[config.mk]
export PLATFORM = sky130hd
export DESIGN_NAME = remap_rst
export DESIGN_NICKNAME = d
export VERILOG_FILES = /design/src/pkg/remap_rst_pkg.sv /design/src/verilog/remap_rst.sv
export VERILOG_INCLUDE_DIRS = /design/src /design/src/pkg
export SDC_FILE = /design/constraint.sdc
export NUM_CORES = 1
export LEC_CHECK = 0
export BUFFER_PORTS_ARGS = -buffer_cell sky130_fd_sc_hd__buf_2
export CAP_MARGIN = 20
export CORE_MARGIN = 2
export CORE_UTILIZATION = 45
export DETAILED_ROUTE_END_ITERATION = 10
export GPL_TIMING_DRIVEN = 0
export PLACE_DENSITY = 0.74
export RECOVER_POWER = 100
export SYNTH_ARGS = -nofsm -noshare
export SYNTH_HDL_FRONTEND = slang
export SYNTH_SLANG_ARGS = --single-unit
[constraint.sdc]
create_clock -name mclk -period 1.7 [get_ports mclk]
set_input_delay 0.34 -clock mclk [delete_from_list [all_inputs] [get_ports mclk]]
set_output_delay 0.34 -clock mclk [all_outputs]
set_load 0.1 [all_outputs]
[src/pkg/remap_rst_cfg.svh]
// Offsets, fields and reset values for the memory remap and reset cause block
`ifndef REMAP_RST_CFG_SVH
`define REMAP_RST_CFG_SVH
`define ADDR_MAP_SEL 4'h0
`define ADDR_RST_STA 4'h1
`define ADDR_RST_CLR 4'h2
`define ADDR_IRQ_STA 4'h3
`define ADDR_IRQ_EN 4'h4
`define ADDR_IRQ_CLR 4'h5
`define ADDR_BOOT 4'h6
`define MAP_SEL_BIT 0
`define CAUSE_POR_BIT 0
`define CAUSE_WDT_BIT 1
`define CAUSE_SW_BIT 2
`define VEC_TOP 32'h0000_0020
`define CAUSE_RESET 3'h0
`define BOOT_CYCLES 8'h10
`define RST_PULSE_CYCLES 4'h4
`endif

[src/pkg/remap_rst_pkg.sv]
// Types for the memory remap and reset cause block
package remap_rst_pkg;
   typedef enum logic [2:0] {
      ST_KERNEL = 3'b001,
      ST_USER = 3'b010,
      ST_RESET = 3'b100
   } boot_state_e;
   typedef struct packed {
      logic [3:0] addr;
      logic [7:0] wdata;
      logic wr;
      logic rd;
   } reg_req_s;
   typedef struct packed {
      logic [31:0] addr;
      logic valid;
   } fetch_s;
   typedef struct packed {
      logic sram_sel;
      logic flash_sel;
      logic [31:0] addr;
   } route_s;
   typedef struct packed {
      boot_state_e st;
      logic [7:0] boot_cnt;
      logic [3:0] rst_cnt;
      logic map_sel;
      logic [2:0] cause;
      logic [1:0] irq_sta;
      logic [1:0] irq_en;
      logic [7:0] rdata;
      logic irq;
      logic sys_rst;
      logic jump_user;
      logic kernel;
      logic [2:0] por_sy;
      logic [2:0] wdt_sy;
      logic [1:0] bm_sy;
      route_s route;
   } state_s;
endpackage

[src/verilog/remap_rst.sv]
// Memory remap select, reset cause record and boot sequencing
`timescale 1ns/1ps
`include "remap_rst_cfg.svh"
module remap_rst (
   input wire logic mclk,
   input wire logic rst_n,
   input wire logic por_event,
   input wire logic wdt_event,
   input wire logic boot_mode_select,
   input remap_rst_pkg::reg_req_s req,
   input remap_rst_pkg::fetch_s fetch,
   output logic [7:0] rdata,
   output logic irq,
   output logic sys_rst,
   output logic jump_user,
   output logic kernel_active,
   output logic map_sel,
   output remap_rst_pkg::route_s route
);
   import remap_rst_pkg::*;

   state_s s_q;
   state_s s_d;
   logic por_rise;
   logic wdt_rise;
   logic [2:0] clr_mask;
   logic low_region;
   logic [7:0] rd_val;

   // Edge detectors read only the second and third stages of the por_sy and wdt_sy synchronisers
   assign por_rise = s_q.por_sy[1] & ~s_q.por_sy[2];
   assign wdt_rise = s_q.wdt_sy[1] & ~s_q.wdt_sy[2];
   assign clr_mask = req.wdata[2:0];
   assign low_region = fetch.addr <= `VEC_TOP;

   always_comb begin
      rd_val = 8'h00;
      case (req.addr)
         `ADDR_MAP_SEL: rd_val = {7'h00, s_q.map_sel};
         `ADDR_RST_STA: rd_val = {5'h00, s_q.cause};
         `ADDR_IRQ_STA: rd_val = {6'h00, s_q.irq_sta};
         `ADDR_IRQ_EN: rd_val = {6'h00, s_q.irq_en};
         `ADDR_BOOT: rd_val = {5'h00, s_q.st};
         default: rd_val = 8'h00;
      endcase
   end

   always_comb begin
      s_d = s_q;
      s_d.por_sy = {s_q.por_sy[1:0], por_event};
      s_d.wdt_sy = {s_q.wdt_sy[1:0], wdt_event};
      s_d.bm_sy = {s_q.bm_sy[0], boot_mode_select};
      s_d.jump_user = 1'b0;
      s_d.rdata = req.rd ? rd_val : 8'h00;

      // Write to map select; takes effect on a fetch routed in the same cycle
      if (req.wr && req.addr == `ADDR_MAP_SEL) begin
         s_d.map_sel = req.wdata[`MAP_SEL_BIT];
      end

      // Clear first so a coincident set below wins
      if (req.wr && req.addr == `ADDR_RST_CLR) begin
         s_d.cause = s_q.cause & ~clr_mask;
         if ((s_q.cause & ~clr_mask) != 3'h0) begin
            s_d.st = ST_RESET;
            s_d.rst_cnt = `RST_PULSE_CYCLES;
         end
      end
      if (req.wr && req.addr == `ADDR_IRQ_CLR) begin
         s_d.irq_sta = s_q.irq_sta & ~req.wdata[1:0];
      end
      if (req.wr && req.addr == `ADDR_IRQ_EN) begin
         s_d.irq_en = req.wdata[1:0];
      end

      if (req.wr && req.addr == `ADDR_RST_STA &&
          req.wdata[`CAUSE_SW_BIT]) begin
         s_d.cause[`CAUSE_SW_BIT] = 1'b1;
         s_d.st = ST_RESET;
         s_d.rst_cnt = `RST_PULSE_CYCLES;
      end
      if (wdt_rise) begin
         s_d.cause[`CAUSE_WDT_BIT] = 1'b1;
         s_d.st = ST_RESET;
         s_d.rst_cnt = `RST_PULSE_CYCLES;
      end
      if (por_rise) begin
         s_d.cause[`CAUSE_POR_BIT] = 1'b1;
         s_d.st = ST_RESET;
         s_d.rst_cnt = `RST_PULSE_CYCLES;
      end
      // Interrupt status: bit 0 power-on or watchdog reset cause, bit 1 boot done
      if (por_rise || wdt_rise) begin
         s_d.irq_sta[0] = 1'b1;
      end

      case (s_q.st)
         ST_KERNEL: begin
            s_d.sys_rst = 1'b0;
            if (s_q.boot_cnt != 8'h00) begin
               s_d.boot_cnt = s_q.boot_cnt - 8'h01;
            end else if (s_q.bm_sy[1]) begin
               s_d.st = ST_USER;
               s_d.jump_user = 1'b1;
               s_d.irq_sta[1] = 1'b1;
            end
         end
         ST_USER: s_d.sys_rst = 1'b0;
         ST_RESET: begin
            // Internal reset pulse restores the flash mapping
            s_d.sys_rst = 1'b1;
            s_d.map_sel = 1'b0;
            s_d.boot_cnt = `BOOT_CYCLES;
            if (s_q.rst_cnt != 4'h0) begin
               s_d.rst_cnt = s_q.rst_cnt - 4'h1;
            end else begin
               s_d.st = ST_KERNEL;
            end
         end
         default: s_d.st = ST_KERNEL;
      endcase
      // A new power-on or watchdog cause also clears map_sel, after the state case above
      if (por_rise || wdt_rise) begin
         s_d.map_sel = 1'b0;
      end

      // Registered so the state decode reaches the pin glitch free
      s_d.kernel = s_d.st == ST_KERNEL;
      s_d.irq = |(s_d.irq_sta & s_d.irq_en);

      // Route only the vector window through the mirror
      s_d.route.addr = fetch.addr;
      s_d.route.sram_sel = fetch.valid & low_region & s_d.map_sel;
      s_d.route.flash_sel = fetch.valid & ~(low_region & s_d.map_sel);
   end

   always_ff @(posedge mclk or negedge rst_n) begin
      if (!rst_n) begin
         // External reset restarts the kernel with the flash mirrored
         s_q.st <= ST_KERNEL;
         s_q.boot_cnt <= `BOOT_CYCLES;
         s_q.rst_cnt <= 4'h0;
         s_q.map_sel <= 1'b0;
         // An external-only reset leaves no cause flag behind
         s_q.cause <= `CAUSE_RESET;
         s_q.irq_sta <= 2'h0;
         s_q.irq_en <= 2'h0;
         s_q.rdata <= 8'h00;
         s_q.irq <= 1'b0;
         s_q.sys_rst <= 1'b0;
         s_q.jump_user <= 1'b0;
         s_q.kernel <= 1'b1;
         // Synchronisers start at the idle low level: no false edge
         s_q.por_sy <= 3'h0;
         s_q.wdt_sy <= 3'h0;
         s_q.bm_sy <= 2'h0;
         s_q.route.sram_sel <= 1'b0;
         s_q.route.flash_sel <= 1'b0;
         s_q.route.addr <= 32'h0000_0000;
      end else begin
         s_q <= s_d;
      end
   end

   assign rdata = s_q.rdata;
   assign irq = s_q.irq;
   assign sys_rst = s_q.sys_rst;
   assign jump_user = s_q.jump_user;
   assign kernel_active = s_q.kernel;
   assign map_sel = s_q.map_sel;
   assign route = s_q.route;
endmodule

==> results summary <==
The total power after layout is approximately 5.4 mW. Yosys mapped a number of flops with a built-in enable equal to 0. With fillers left out, the area of the finished cells amounts to between 3000 and 4000 um2.

The sequential share of the synthesized area came out at 59.7%. The count of pins over their slew limit came out at 73. For this design the total switching power over the nets is 2.00 mW.

The number of buffers and inverters on the critical path came out at 0. The die is 86.0 um wide. The total stage count of the critical path came out at 5. VDD sags by at most 749 uV.

For this design, the CTS-stage hold fixing added 0 buffers. 99 I/O pins were placed. Detailed routing placed a total of 319 um of wire on met3. The number of cells after detailed placement is approximately 430. The number of buffer cells added on primary ports is 85. The pin count of the biggest net entering global routing is 73. The post-synthesis instance area came out at approximately 3000 um2. The run finished, with violations left. The reported leakage power is 1.84 nW. The placed instances occupy a cell area of 3570 um2. The final reports fail on capacitance limit, slew limit, setup timing. The wire length the detailed router placed on met1 is ~2.6 mm. In the synthesized netlist the dominant register cell turns out to be sky130_fd_sc_hd__dfrtp_1. The setup violation total in the final timing report is 1. The final core utilization is 59.2%.

Once the floorplan was initialized, standard cells occupied a little under half of the core. The worst-path cell with the longest stage delay is sky130_fd_sc_hd__dfstp_2. The area of the multi-input gates came out at 903 um2.

On the critical path the largest part of the delay comes from simple AND/OR/NAND/NOR gates. The worst pin sits at a relative slew slack of -15.7%. The global-route usage over all layers is between 10% and 20%. The part of the cycle the worst path needs came out at 102%. The detailed-placement wirelength estimate is 4.36 mm.

The first routing iteration left between 80 and 90 violations. The data required time at the worst endpoint came out at around 2.0 ns. The area used by sequential logic in the layout is 1810 um2. The share of layout cells above drive strength 1 came out at 39.1%.

The part of the total power dissipated in combinational logic is 33.1%. Max-cap violations in this run came to 1. The clock sink count is 72. The number of stages on the worst hold path is 1. The number of global-route vias before repair is 2176. At the placement stage, the worst setup path has a slack of -0.131 ns. For this block, the routed nets add up to 6.07 mm of wire. The part of the total power dissipated in the clock network is 25.7%.

The pre-antenna-repair detailed-routing pass consisted of 4 iterations. Summed over all nets, wire length on met2 after detailed routing comes to approximately 3 mm. The warning count from the yosys run came out at 0. For this design the ratio of total power to cell area is 1410 nW/um2. The total internal power is 3.35 mW. Fill cells in the final layout number 552.

The clock skew came out at 0.0106 ns. The global-route wire length before repair is 9.86 mm. The netlist uses 47 different library cells. The die is 86.0 um tall. The CTS H-tree depth is 3. The critical path is of the reg2reg type.

Walking the worst path, the cells encountered are or3b_4 > or4_4 > nor3_4 > a21oi_2 > nor2_1. The clock tree from TritonCTS is done. The final net count came out at 423. The post-synthesis to final-layout area growth is 25.8%. The proportion of register bits with asynchronous set or reset after synthesis came out at 100%.

The core region is 6420 um2. The per-instance average area after synthesis is about 11 um2. The post-route minimum period is 1.74 ns.

Of the total power, the share spent switching nets is around 37%. The via-per-instance ratio came out at about 4.8. The worst setup path is captured at a flop. The total overflow left after global routing is 0. Setup repair after global routing could not meet its margin everywhere.

The maximum clock frequency is 0.575 GHz. The final critical-path setup slack is -0.0399 ns. The number of flip-flops and latches in the synthesized netlist came out at 72. The tree is rooted in a sky130_fd_sc_hd__clkbuf_8. Across all hold checks on the routed design, the worst slack comes to around 0.11 ns.

The element type at the critical path start is a flop. In this design, the stage delay of the slowest critical-path cell is ~0.53 ns. The number of standard-cell rows in the floorplan is 29. Measured in cells, the most critical reg-to-reg path has a length of 5.

The die covers ~7400 um2. For this run, the number of standard cells in the final layout without fillers is 450. The diode insertion count for antenna repair came out at 0. Clock-pin slew was measured on the worst setup and hold paths at 0.07 ns.

The instance count of the mapped netlist is around 270. After detailed routing, no signal wire sits above met4. The min-delay analysis places its worst path in the category in2reg. The number of design rule violations left after detail routing is 0. The initial antenna violation count came out at 0. The worst path arrival time is 2.01 ns. The detailed router placed approximately 2200 vias in this run. In this run the worst path has a maximum fanout of 4. The congestion estimate from routability-driven global placement came to 0.792. The count of endpoints failing hold in the final timing report is 0. The portion of total power attributed to sequential cells came out at 41.2%.

The actual transition at the worst max-transition pin is 1.73 ns. In this run, CTS created clock tree buffers numbering 9. The detailed-route wire length per cell is between 10 and 15 um. The maximum number of buffers from clock root to sink is 2.

In the final timing run, aggregate negative setup slack is -0.0399 ns. The post-detailed-route count of antenna-violating nets is 0. The clock insertion delay at the later pin of the skew report is roughly 0.34 ns.
-- layout by cell type (no fill, tap or decap), types with 4 or more instances in the layout --
cell	count
sky130_fd_sc_hd__nand3_1	7
sky130_fd_sc_hd__conb_1	5
sky130_fd_sc_hd__nor2_1	21
sky130_fd_sc_hd__buf_4	45
sky130_fd_sc_hd__o21ai_0	9
sky130_fd_sc_hd__a211oi_1	5
sky130_fd_sc_hd__buf_2	30
sky130_fd_sc_hd__clkbuf_1	17
sky130_fd_sc_hd__dfrtp_1	69
sky130_fd_sc_hd__a21oi_1	4
sky130_fd_sc_hd__clkbuf_8	12
sky130_fd_sc_hd__clkbuf_2	43
sky130_fd_sc_hd__nor4_1	7
sky130_fd_sc_hd__a31oi_1	5
sky130_fd_sc_hd__nand2_1	17
sky130_fd_sc_hd__nor2b_1	10
sky130_fd_sc_hd__a21o_1	4
sky130_fd_sc_hd__inv_1	8
-- synth_stat cells (3+ instances only) --
library cell	n	area (um2)
sky130_fd_sc_hd__a211oi_1	5	37.5
sky130_fd_sc_hd__a31oi_1	5	31.3
sky130_fd_sc_hd__and2_1	3	18.8
sky130_fd_sc_hd__nor2_1	21	78.8
sky130_fd_sc_hd__buf_4	42	315
sky130_fd_sc_hd__nand4_1	3	18.8
sky130_fd_sc_hd__nand3_1	7	35.0
sky130_fd_sc_hd__nor4_1	7	43.8
sky130_fd_sc_hd__a21o_1	4	30.0
sky130_fd_sc_hd__dfstp_2	3	78.8
sky130_fd_sc_hd__buf_2	3	15.0
sky130_fd_sc_hd__nor3b_1	3	22.5
sky130_fd_sc_hd__o21ai_0	9	45.0
sky130_fd_sc_hd__nor3_1	3	15.0
sky130_fd_sc_hd__nand2_1	17	63.8
sky130_fd_sc_hd__nand2b_1	3	18.8
sky130_fd_sc_hd__a21oi_1	5	25.0
sky130_fd_sc_hd__mux2i_1	3	30.0
sky130_fd_sc_hd__inv_1	8	30.0
sky130_fd_sc_hd__nor2b_1	11	68.8
sky130_fd_sc_hd__dfrtp_1	69	1730
-- routing by layer --
metal	GRT usage, %	vias to the layer above
met5	0	-
met4	9.38	0
met3	4.04	12
met2	28.0	75
met1	21.6	1005
li1	-	1074
-- repair_timing --
| action | CTS | global route |
|---|---|---|
| setup buffers | 3 | 0 |
| setup endpoints to repair | 9 | 11 |
| resized for setup | 7 | 6 |
| pin swaps | 6 | 3 |
-- path summary, 6_finish.rpt --
path	slack (ns)	to	from
max	-0.04	s_q[69]	s_q[74]
min	0.11	s_d[40]	por_event
max reg2reg	-0.04	s_q[69]	s_q[74]
min reg2reg	0.35	s_d[41]	s_d[40]
max in group asynchronous	0.19	route[11]	rst_n
min in group asynchronous	0.45	route[19]	rst_n
-- cell families after synthesis --
kind of cell,share of synthesized area (%)
xor+xnor,0.869
flops,59.7
mux,1.37
simple gates,16.4
buf+inv,12.2
fa+ha+maj,0.827
other cells,0.124
compound gates,8.52
-- state kept, by name, summed over array words and instances (netlist names) --
register	cells
s_q	25
s_d	5
rdata	3
irq	1
sys_rst	1
route	34
map_sel	1
jump_user	1
kernel_active	1
-- layout make-up --
class	instances	share of cell area, %
clock inverter	2	0.987
clock buffer	13	4.44
sequential	72	47.5
timing repair buffer	88	11.3
multi-input combinational	144	23.7
tap	77	2.53
inverter	8	0.789
buffer	46	8.75
-- power by group through the flow --
stage | Combinational [mW] | Clock [mW] | Sequential, mW
floorplan | 1.10 | 0 | 2.42
global placement | 1.60 | 0 | 2.22
detailed placement | 1.65 | 0 | 2.22
CTS | 1.79 | 1.41 | 2.20
global route | 1.92 | 1.49 | 2.24
finish | 1.77 | 1.37 | 2.20
Note: power is estimated with default switching activity, not from simulation.
